$ cat src/clock_startup_pkg.sv
// Constants and types shared by the clock source and start-up logic
package clock_startup_pkg;

    // ==========================================================
    // Clock source select fuse codes
    localparam logic [1:0] SRC_EXTERNAL = 2'h0;
    localparam logic [1:0] SRC_RESERVED = 2'h1;
    localparam logic [1:0] SRC_INTERNAL = 2'h2;
    localparam logic [1:0] SRC_LOW_FREQ = 2'h3;

    // ==========================================================
    // Start-up time fuse codes
    localparam logic [1:0] SUT_NO_TIMEOUT = 2'h0;
    localparam logic [1:0] SUT_SHORT_TIMEOUT = 2'h1;
    localparam logic [1:0] SUT_LONG_TIMEOUT = 2'h2;
    localparam logic [1:0] SUT_RESERVED = 2'h3;

    // A fuse bit at zero is programmed, at one unprogrammed
    localparam logic FUSE_PROGRAMMED = 1'b0;

    // ==========================================================
    // Start-up cycle counts and time-out lengths
    localparam logic [4:0] STARTUP_CK_FROM_RESET = 5'h0E;
    localparam logic [4:0] STARTUP_CK_FROM_WAKE = 5'h06;
    localparam int TIMEOUT_SHORT_WDT_CYCLES = 4096;
    localparam int TIMEOUT_LONG_WDT_CYCLES = 8192;

    // ==========================================================
    // Prescaler select reset values and limit
    localparam logic [3:0] PRESCALE_UNDIVIDED = 4'h0;
    localparam logic [3:0] PRESCALE_DIV8 = 4'h3;
    localparam logic [3:0] PRESCALE_MAX = 4'h8;
    localparam int PRESCALE_COUNT_W = 8;

    // ==========================================================
    // Sleep mode codes from the sleep controller
    localparam logic [1:0] SLEEP_IDLE = 2'h0;
    localparam logic [1:0] SLEEP_CONV_QUIET = 2'h1;
    localparam logic [1:0] SLEEP_POWER_DOWN = 2'h2;

    localparam int TRIM_W = 8;
    localparam logic [TRIM_W-1:0] TRIM_RESET = 8'h80;

    typedef enum logic [2:0] {
        ST_FUSE_LOAD,
        ST_TIMEOUT,
        ST_STARTUP,
        ST_RUN,
        ST_POWER_DOWN
    } startup_state_t;

endpackage : clock_startup_pkg

$ cat src/osc_tick_if.sv
// Interface carrying one oscillator level and its synchronised edge pulse
`timescale 1ns/1ps
`default_nettype none
interface osc_tick_if;
    logic level;
    logic pulse;

    modport sync_side (input level, output pulse);
    modport user_side (output level, input pulse);
endinterface : osc_tick_if
`default_nettype wire

$ cat src/osc_edge_sync.sv
// Two-flop synchroniser and rising-edge detector for an oscillator level
`timescale 1ns/1ps
`default_nettype none
module osc_edge_sync
(
    input wire logic clk_in,
    input wire logic rst_n_in,
    osc_tick_if.sync_side tick
);
    logic meta_reg;
    logic sync_reg;
    logic last_reg;

    // ==========================================================
    // Synchroniser chain; sync_reg and last_reg feed the edge detector
    always_ff @(posedge clk_in)
    begin
        if (!rst_n_in)
        begin
            meta_reg <= 1'b0;
            sync_reg <= 1'b0;
            last_reg <= 1'b0;
        end
        else
        begin
            meta_reg <= tick.level;
            sync_reg <= meta_reg;
            last_reg <= sync_reg;
        end
    end

    // One pulse per oscillator cycle; source must be below half of clk_in
    assign tick.pulse = sync_reg & ~last_reg;

endmodule : osc_edge_sync
`default_nettype wire

$ cat src/clock_source_startup_control.sv
// Clock source selection, start-up reset sequencing and clock domain gating
//
// Summary of operation
// - Two-bit source fuses: 00 external, 01 reserved, 10 internal, 11 low.
// - A fuse bit at one is unprogrammed, at zero programmed.
// - Default fuses: internal oscillator, start-up 10, divide by eight.
// - Internal reset stays asserted for a time-out after other resets.
// - Time-out in watchdog cycles: 0, 4096, 8192; code 11 reserved.
// - A counter of selected-source cycles holds reset, then releases it.
// - Reset applies time-out plus start-up; wake applies start-up only.
// - Factory trim value loads into the trim register during reset.
// - Software may rewrite the trim register to retune the oscillator.
// - Time-out and watchdog always run from the watchdog oscillator.
// - Start-up is 6 cycles from power-down, 14 cycles from reset.
// - Reset pin disabled with start-up 00 lengthens to short time-out, except on the external clock.
// - Source code 11 makes the low-frequency oscillator the clock.
// - Core clock stops execution; peripheral clock feeds timers and ports.
// - Two-wire start detection and async wake work in every sleep mode; here wake_event_in acts only from power-down.
// - Sleep modes stop the clocks of unused domains.
// - Flash interface clock runs whenever the core clock runs.
// - Converter clock keeps running while core and peripheral stop.
// - Fast two-wire clock carries the undivided source clock.
// - Programmed divide-by-eight fuse gives one eighth system clock.
// - Prescaler loads 0000, or 0011 when divide-by-eight is programmed.
`timescale 1ns/1ps
`default_nettype none
module clock_source_startup_control
    import clock_startup_pkg::*;
#(
    parameter int TIMEOUT_SHORT_CYCLES = TIMEOUT_SHORT_WDT_CYCLES,
    parameter int TIMEOUT_LONG_CYCLES = TIMEOUT_LONG_WDT_CYCLES
)
(
    input wire logic clk_in,
    input wire logic rst_n_in,
    input wire logic other_reset_active_in,
    input wire logic [1:0] clock_source_select_fuses_in,
    input wire logic [1:0] startup_time_fuses_in,
    input wire logic divide_by_eight_fuse_in,
    input wire logic reset_pin_disable_fuse_in,
    input wire logic [TRIM_W-1:0] factory_trim_in,
    input wire logic external_clock_in,
    input wire logic internal_osc_in,
    input wire logic low_freq_osc_in,
    input wire logic watchdog_osc_in,
    input wire logic wake_event_in,
    input wire logic sleep_request_in,
    input wire logic [1:0] sleep_mode_in,
    input wire logic trim_write_in,
    input wire logic [TRIM_W-1:0] trim_data_in,
    output logic internal_reset_out,
    output logic config_fault_out,
    output logic [1:0] active_source_out,
    output logic [TRIM_W-1:0] oscillator_trim_register_out,
    output logic [3:0] prescaler_select_field_out,
    output logic core_clock_out,
    output logic peripheral_clock_out,
    output logic flash_interface_clock_out,
    output logic converter_clock_out,
    output logic fast_two_wire_clock_out,
    output logic watchdog_clock_out,
    output logic two_wire_start_watch_out
);
    localparam int COUNT_W = $clog2(TIMEOUT_LONG_CYCLES + 1);
    localparam int FUSE_W = 6 + TRIM_W;

    // ==========================================================
    // Oscillator edge synchronisers
    osc_tick_if ext_tick ();
    osc_tick_if int_tick ();
    osc_tick_if low_tick ();
    osc_tick_if wdt_tick ();

    assign ext_tick.level = external_clock_in;
    assign int_tick.level = internal_osc_in;
    assign low_tick.level = low_freq_osc_in;
    assign wdt_tick.level = watchdog_osc_in;

    osc_edge_sync ext_sync (.clk_in(clk_in), .rst_n_in(rst_n_in),
        .tick(ext_tick));
    osc_edge_sync int_sync (.clk_in(clk_in), .rst_n_in(rst_n_in),
        .tick(int_tick));
    osc_edge_sync low_sync (.clk_in(clk_in), .rst_n_in(rst_n_in),
        .tick(low_tick));
    osc_edge_sync wdt_sync (.clk_in(clk_in), .rst_n_in(rst_n_in),
        .tick(wdt_tick));

    // ==========================================================
    // Pin synchronisers for fuses, reset sources and wake
    logic [FUSE_W-1:0] fuse_meta_reg;
    logic [FUSE_W-1:0] fuse_sync_reg;
    logic [1:0] async_meta_reg;
    logic [1:0] async_sync_reg;
    logic reset_src;
    logic wake_src;

    // Fuses reset to the shipped default, so a floating read is safe
    always_ff @(posedge clk_in)
    begin
        if (!rst_n_in)
        begin
            fuse_meta_reg <= {SRC_INTERNAL, SUT_LONG_TIMEOUT,
                FUSE_PROGRAMMED, ~FUSE_PROGRAMMED, TRIM_RESET};
            fuse_sync_reg <= {SRC_INTERNAL, SUT_LONG_TIMEOUT,
                FUSE_PROGRAMMED, ~FUSE_PROGRAMMED, TRIM_RESET};
            async_meta_reg <= 2'h1;
            async_sync_reg <= 2'h1;
        end
        else
        begin
            fuse_meta_reg <= {clock_source_select_fuses_in,
                startup_time_fuses_in, divide_by_eight_fuse_in,
                reset_pin_disable_fuse_in, factory_trim_in};
            fuse_sync_reg <= fuse_meta_reg;
            async_meta_reg <= {wake_event_in, other_reset_active_in};
            async_sync_reg <= async_meta_reg;
        end
    end

    assign reset_src = async_sync_reg[0];
    assign wake_src = async_sync_reg[1];

    // ==========================================================
    // Fuse capture, held while running
    logic [1:0] src_fuse_reg;
    logic [1:0] sut_fuse_reg;
    logic div8_fuse_reg;
    logic rstdis_fuse_reg;
    startup_state_t state_reg;
    startup_state_t state_next;

    // Capture only while internal reset is in its first phase
    always_ff @(posedge clk_in)
    begin
        if (!rst_n_in)
        begin
            src_fuse_reg <= SRC_INTERNAL;
            sut_fuse_reg <= SUT_LONG_TIMEOUT;
            div8_fuse_reg <= FUSE_PROGRAMMED;
            rstdis_fuse_reg <= ~FUSE_PROGRAMMED;
        end
        else if (state_reg == ST_FUSE_LOAD)
        begin
            src_fuse_reg <= fuse_sync_reg[FUSE_W-1 -: 2];
            sut_fuse_reg <= fuse_sync_reg[FUSE_W-3 -: 2];
            div8_fuse_reg <= fuse_sync_reg[TRIM_W+1];
            rstdis_fuse_reg <= fuse_sync_reg[TRIM_W];
        end
    end

    // ==========================================================
    // Decode; reserved codes fall back to the shipped default
    logic [1:0] eff_src;
    logic [1:0] eff_sut;
    logic div8_programmed;
    logic rstdis_programmed;
    logic src_pulse;
    logic [COUNT_W-1:0] timeout_load;

    assign eff_src = (src_fuse_reg == SRC_RESERVED) ? SRC_INTERNAL
        : src_fuse_reg;
    assign eff_sut = (sut_fuse_reg == SUT_RESERVED) ? SUT_LONG_TIMEOUT
        : sut_fuse_reg;
    assign div8_programmed = (div8_fuse_reg == FUSE_PROGRAMMED);
    assign rstdis_programmed = (rstdis_fuse_reg == FUSE_PROGRAMMED);

    // Selected oscillator edge drives start-up and the divider
    always_comb
    begin
        case (eff_src)
            SRC_EXTERNAL: src_pulse = ext_tick.pulse;
            SRC_LOW_FREQ: src_pulse = low_tick.pulse;
            default: src_pulse = int_tick.pulse;
        endcase
    end

    // Time-out length in watchdog cycles for this start-up code
    always_comb
    begin
        case (eff_sut)
            SUT_NO_TIMEOUT:
            begin
                // Keeps a window to enter programming without a reset pin
                if (rstdis_programmed && eff_src != SRC_EXTERNAL)
                    timeout_load = COUNT_W'(TIMEOUT_SHORT_CYCLES);
                else
                    timeout_load = '0;
            end
            SUT_SHORT_TIMEOUT:
                timeout_load = COUNT_W'(TIMEOUT_SHORT_CYCLES);
            default:
                timeout_load = COUNT_W'(TIMEOUT_LONG_CYCLES);
        endcase
    end

    // ==========================================================
    // Start-up sequencer
    logic [COUNT_W-1:0] count_reg;
    logic [COUNT_W-1:0] count_next;
    logic count_last;
    logic timeout_pulse;

    // Time-out always counts watchdog edges, whatever the source
    assign timeout_pulse = wdt_tick.pulse;
    assign count_last = (count_reg == COUNT_W'(1));

    always_comb
    begin
        state_next = state_reg;
        count_next = count_reg;
        case (state_reg)
            ST_FUSE_LOAD:
            begin
                if (!reset_src)
                begin
                    if (timeout_load == '0)
                    begin
                        state_next = ST_STARTUP;
                        count_next = COUNT_W'(STARTUP_CK_FROM_RESET);
                    end
                    else
                    begin
                        state_next = ST_TIMEOUT;
                        count_next = timeout_load;
                    end
                end
            end
            ST_TIMEOUT:
            begin
                if (timeout_pulse && count_last)
                begin
                    state_next = ST_STARTUP;
                    count_next = COUNT_W'(STARTUP_CK_FROM_RESET);
                end
                else if (timeout_pulse)
                    count_next = count_reg - COUNT_W'(1);
            end
            ST_STARTUP:
            begin
                if (src_pulse && count_last)
                    state_next = ST_RUN;
                else if (src_pulse)
                    count_next = count_reg - COUNT_W'(1);
            end
            ST_RUN:
            begin
                if (sleep_request_in && sleep_mode_in == SLEEP_POWER_DOWN)
                    state_next = ST_POWER_DOWN;
            end
            ST_POWER_DOWN:
            begin
                if (wake_src)
                begin
                    state_next = ST_STARTUP;
                    count_next = COUNT_W'(STARTUP_CK_FROM_WAKE);
                end
            end
            default:
                state_next = ST_FUSE_LOAD;
        endcase
        if (reset_src)
        begin
            state_next = ST_FUSE_LOAD;
            count_next = '0;
        end
    end

    always_ff @(posedge clk_in)
    begin
        if (!rst_n_in)
        begin
            state_reg <= ST_FUSE_LOAD;
            count_reg <= '0;
        end
        else
        begin
            state_reg <= state_next;
            count_reg <= count_next;
        end
    end

    // Internal reset follows the next state so release is not a cycle late
    always_ff @(posedge clk_in)
    begin
        if (!rst_n_in)
            internal_reset_out <= 1'b1;
        else
            internal_reset_out <= !(state_next == ST_RUN ||
                state_next == ST_POWER_DOWN);
    end

    // ==========================================================
    // Trim register and prescaler select
    always_ff @(posedge clk_in)
    begin
        if (!rst_n_in)
            oscillator_trim_register_out <= TRIM_RESET;
        else if (state_reg == ST_FUSE_LOAD)
            oscillator_trim_register_out <= fuse_sync_reg[TRIM_W-1:0];
        else if (trim_write_in && state_reg == ST_RUN)
            oscillator_trim_register_out <= trim_data_in;
    end

    always_ff @(posedge clk_in)
    begin
        if (!rst_n_in)
            prescaler_select_field_out <= PRESCALE_DIV8;
        else if (state_reg == ST_FUSE_LOAD)
            prescaler_select_field_out <= div8_programmed ? PRESCALE_DIV8
                : PRESCALE_UNDIVIDED;
    end

    // ==========================================================
    // System clock divider on selected-source edges
    logic [PRESCALE_COUNT_W-1:0] div_reg;
    logic [PRESCALE_COUNT_W-1:0] div_limit;
    logic [3:0] shift_amt;
    logic sys_pulse;

    // Settings above the table limit clamp rather than wrap
    assign shift_amt = (prescaler_select_field_out > PRESCALE_MAX)
        ? PRESCALE_MAX : prescaler_select_field_out;
    assign div_limit = PRESCALE_COUNT_W'((9'h001 << shift_amt) - 9'h001);
    assign sys_pulse = src_pulse && (div_reg >= div_limit);

    always_ff @(posedge clk_in)
    begin
        if (!rst_n_in)
            div_reg <= '0;
        else if (sys_pulse)
            div_reg <= '0;
        else if (src_pulse)
            div_reg <= div_reg + PRESCALE_COUNT_W'(1);
    end

    // ==========================================================
    // Domain enables per sleep mode
    logic running;
    logic core_on;
    logic periph_on;
    logic conv_on;

    assign running = (state_reg == ST_RUN);
    assign core_on = running && !sleep_request_in;
    assign periph_on = running && (!sleep_request_in ||
        sleep_mode_in == SLEEP_IDLE);
    assign conv_on = running && (!sleep_request_in ||
        sleep_mode_in == SLEEP_IDLE ||
        sleep_mode_in == SLEEP_CONV_QUIET);

    // Clock outputs are one-cycle enables; registered to avoid glitches
    always_ff @(posedge clk_in)
    begin
        if (!rst_n_in)
        begin
            core_clock_out <= 1'b0;
            peripheral_clock_out <= 1'b0;
            flash_interface_clock_out <= 1'b0;
            converter_clock_out <= 1'b0;
            fast_two_wire_clock_out <= 1'b0;
            watchdog_clock_out <= 1'b0;
            two_wire_start_watch_out <= 1'b0;
        end
        else
        begin
            core_clock_out <= sys_pulse && core_on;
            peripheral_clock_out <= sys_pulse && periph_on;
            flash_interface_clock_out <= sys_pulse && core_on;
            converter_clock_out <= sys_pulse && conv_on;
            fast_two_wire_clock_out <= src_pulse && running;
            watchdog_clock_out <= wdt_tick.pulse;
            // Start detection needs no peripheral clock, so it stays armed
            two_wire_start_watch_out <= (state_next == ST_RUN ||
                state_next == ST_POWER_DOWN);
        end
    end

    always_ff @(posedge clk_in)
    begin
        if (!rst_n_in)
        begin
            config_fault_out <= 1'b0;
            active_source_out <= SRC_INTERNAL;
        end
        else
        begin
            config_fault_out <= (src_fuse_reg == SRC_RESERVED) ||
                (sut_fuse_reg == SUT_RESERVED);
            active_source_out <= eff_src;
        end
    end
endmodule : clock_source_startup_control
`default_nettype wire

$ cat config.mk
export PLATFORM = sky130hd
export DESIGN_NAME = clock_source_startup_control
export DESIGN_NICKNAME = d
export VERILOG_FILES = /design/src/clock_startup_pkg.sv /design/src/osc_tick_if.sv /design/src/osc_edge_sync.sv /design/src/clock_source_startup_control.sv
export SDC_FILE = /design/constraint.sdc
export NUM_CORES = 1
export LEC_CHECK = 0
export BUFFER_PORTS_ARGS = -buffer_cell sky130_fd_sc_hd__buf_2
export CORE_MARGIN = 2
export CORE_UTILIZATION = 30
export CTS_CLUSTER_SIZE = 16
export DETAILED_ROUTE_END_ITERATION = 12
export PLACE_DENSITY = 0.5
export SKIP_CTS_REPAIR_TIMING = 1
export SLEW_MARGIN = 25
export SYNTH_ARGS = -nofsm -noshare
export SYNTH_HDL_FRONTEND = slang
export SYNTH_SLANG_ARGS = --single-unit
$ cat constraint.sdc
create_clock -name clk_in -period 6.4 [get_ports clk_in]
set_input_delay 0.32 -clock clk_in [delete_from_list [all_inputs] [get_ports clk_in]]
set_output_delay 0.32 -clock clk_in [all_outputs]
set_load 0.02 [all_outputs]
==> impl_metrics.toml <==
[routing]
routed_wl_mm = 7.88
viasPerCell = 4.63
drtIter0Drc = 143
num_vias = 2878
route.detailed.drc = 0
firstDrtPassIters = 4
antenna_left = 0
drt-wirelength-per-cell_um = 12.7

[critical_path]
critPathMaxStageDelay_ns = 0.45
worstSetupPathType = "register to register"
critical_path_arrival_ns = 2.73
path_cells = "inv_1, ha_1, and3b_1, or3_4, a311oi_4, nand2_4, o41ai_1"
cp-start-kind = "register"
worstPathRequired_ns = 6.63
crit_fanout = 12
crit_path_end_kind = "register"
cp_slowest_cell = "a311oi_4"
path_buf_inv = 1
critical_path.top_delay_family = "compound AO/OA/AOI/OAI gates"

[logic_synthesis]
synth_most_common_cell = "dfxtp_1"
synthAdderAreaFrac_pct = 3.26
avgSynthCellArea_sq_um = 9.53
yosys.area_share.simple_pct = 27.8
yosysWarnings = 0
yosysUniqueCellTypes = 62
yosys.area.top_type = "dfxtp_1"
ys_seq_elements = 94
synth-async-reset-ratio_pct = 0
synthCells = 403
synth_top_cell_area_share_pct = 49.0
synth_top_family_by_area = "simple AND/OR/NAND/NOR gates"
synth-compound-area-share_pct = 14.3
synth_xor_area_share_pct = 1.14
synth-edff-count = 0
synth.area.mux_share_pct = 0.261
yosysSeqAreaShare_pct = 49.0
netlist_top_cells_count = "94 x dfxtp_1, 46 x nand2_1, 35 x and2_1, 21 x nand3_1, 20 x nor2_1"
synth_area_leaders = "dfxtp_1 49%, and2_1 5.7%, nand2_1 4.5%, ha_1 3.3%, nand3_1 2.7%"
syn_area_sq_um = 3840
ys.flop_type = "dfxtp_1"

[place]
dpl.cell_count = 605
hpwl_mm = 5.41
portBuffers = 54
place.gp.congestion = 0.795

[cells_and_area]
nets = 488
fillers = 1283
synthToLayoutAreaGrowth_pct = 17.2
drive_gt1_share_pct = 19.2
antenna_cells = 0
stdcell_count = 621

[power]
powerDensity_nw_per_um2 = 263
p_seq_share_pct = 51.7
p_int_uw = 913
vdd_drop_max_mv = 0.138
combPwrFrac_pct = 6.3
clockPowerShare_pct = 42.0
power_mw = 1.18
p_leak_nw = 1.90
netSwitchingFraction_pct = 23.0
p_switching_uw = 272

[run_status]
status = "finished, final reports clean"

[sta]
finalHoldViolCount = 0
fin_crit_ns = 2.50
fin_worst_skew_ns = 0.00802
worst_pin_slew_ns = 0.720
max_slew_margin_pct = 52.0
rsz0062_at_grt = "no"
slew_viol_final = 0
finalSetupTns_ns = 0
clock.fmax_ghz = 0.400
finalCritPeriodShare_pct = 39.1
setup_viol = 0

[hold_path]
hold_path.class = "primary input to register"

[global_route]
gr-total-overflow = 0
grt_pass1_vias = 2773
grt_pass1_wl_mm = 13.2
antenna_found_initial = 0
grt_max_degree = 68
grt_usage_pct = 12.5

[clocking]
clock_sinks = 94
cts_buffer_depth = 2
numCtsBuffers = 9
root_buffer = "clkbuf_16"
cts_max_level = 3
cts_tree = "built"
worst_skew_pair.late_latency_ns = 0.34
path_clk_slew_ns = 0.06

[floorplanning]
ios = 57
core_area_sq_um = 12600
fp.dieArea_sq_um = 13700
die_y_um = 117
rows = 41
die_x_um = 117
start_util_pct = 30.6

[flow_run]
max_cap_violations = 0
[power groups by stage]
stage,Combinational [mW],Clock [mW],Sequential (mW)
2_1_floorplan,0.0498,0,0.627
3_3_place_gp,0.0752,0,0.625
3_5_place_dp,0.0757,0,0.625
4_1_cts,0.0760,0.515,0.612
5_1_grt,0.0853,0.540,0.614
6_report,0.0747,0.498,0.612
[final timing paths]
check	from	to	slack, ns	cells past startpoint
hold reg to reg	fuse_meta_reg[11]$_SDFF_PN1_	fuse_sync_reg[11]$_SDFF_PN1_	0.41	1
setup / recovery	src_fuse_reg[0]$_SDFFE_PN0P_	count_reg[5]$_SDFFE_PP0P_	3.90	7
setup reg to reg	src_fuse_reg[0]$_SDFFE_PN0P_	count_reg[5]$_SDFFE_PP0P_	3.90	7
hold / removal	factory_trim_in[7]	fuse_meta_reg[7]$_SDFF_PN1_	0.15	2
[per-layer routing]
| layer | vias up | track usage, % | share of wire [%] |
|---|---|---|---|
| met1 | 1320 | 16.1 | 48 |
| met2 | 52 | 19.5 | 46 |
| li1 | 1499 | - | - |
| met3 | 7 | 5.20 | 5.0 |
| met5 | - | 0 | 0 |
| met4 | 0 | 3.14 | 1.0 |
[cell usage in the layout, fill, tap and decap left out, types with 3 or more instances in the layout]
cell type  instances
nand2_1           46
o211ai_1           6
clkbuf_16          9
nor3b_1            3
a32oi_1            4
and4_1             3
o41ai_1            3
nand2b_1          13
nand3_1           21
nand4_1            4
o21ai_0            6
nor2_1            20
a21boi_0           5
xor2_1             3
ha_1              10
and3_1             5
a21oi_2            3
nor4_2             4
a21oi_1            9
nor2b_1            4
a31oi_1            3
inv_1              8
nand3b_1           4
o22ai_1            3
dfxtp_1           94
nor3_1             3
o31ai_1            4
or3_1              5
o211a_1            7
buf_2             53
nor4b_1            4
and2_1            35
[stage by stage]
stage / hold slack (ns) / util [%] / setup WS (ns) / instance area (sq um)
global route: 0.142 / 35.8 / 3.72 / 4500
detailed placement: 0.392 / 33.5 / 3.95 / 4220
global placement: 0.392 / 33.5 / 4.06 / 4210
finish: 0.151 / 35.8 / 3.90 / 4500
floorplan: 0.386 / - / 4.22 / 3840
CTS: 0.139 / 35.7 / 3.89 / 4490
[area by class of cell]
type	instances	area, sq um	area share [%]
sequential	94	1880	41.8
multi-input combinational	276	1820	40.4
timing repair buffer	55	280	6.23
clock buffer	12	246	5.48
tap	172	215	4.78
clock inverter	4	31.3	0.695
inverter	8	30.0	0.667
[kinds of logic (layout without fill, tap and decap cells)]
| logic type | Yosys count | after routing |
|---|---|---|
| muxes | 1 | 1 |
| other | 1 | 2 |
| xor gates and xnor gates | 5 | 5 |
| buffers and inverters | 34 | 79 |
| AOI/OAI and AO/OA | 70 | 70 |
| DFF | 94 | 94 |
| adders and majority gates | 10 | 10 |
| and+or+nand+nor | 188 | 188 |
Note: power is estimated with default switching activity, not from simulation.
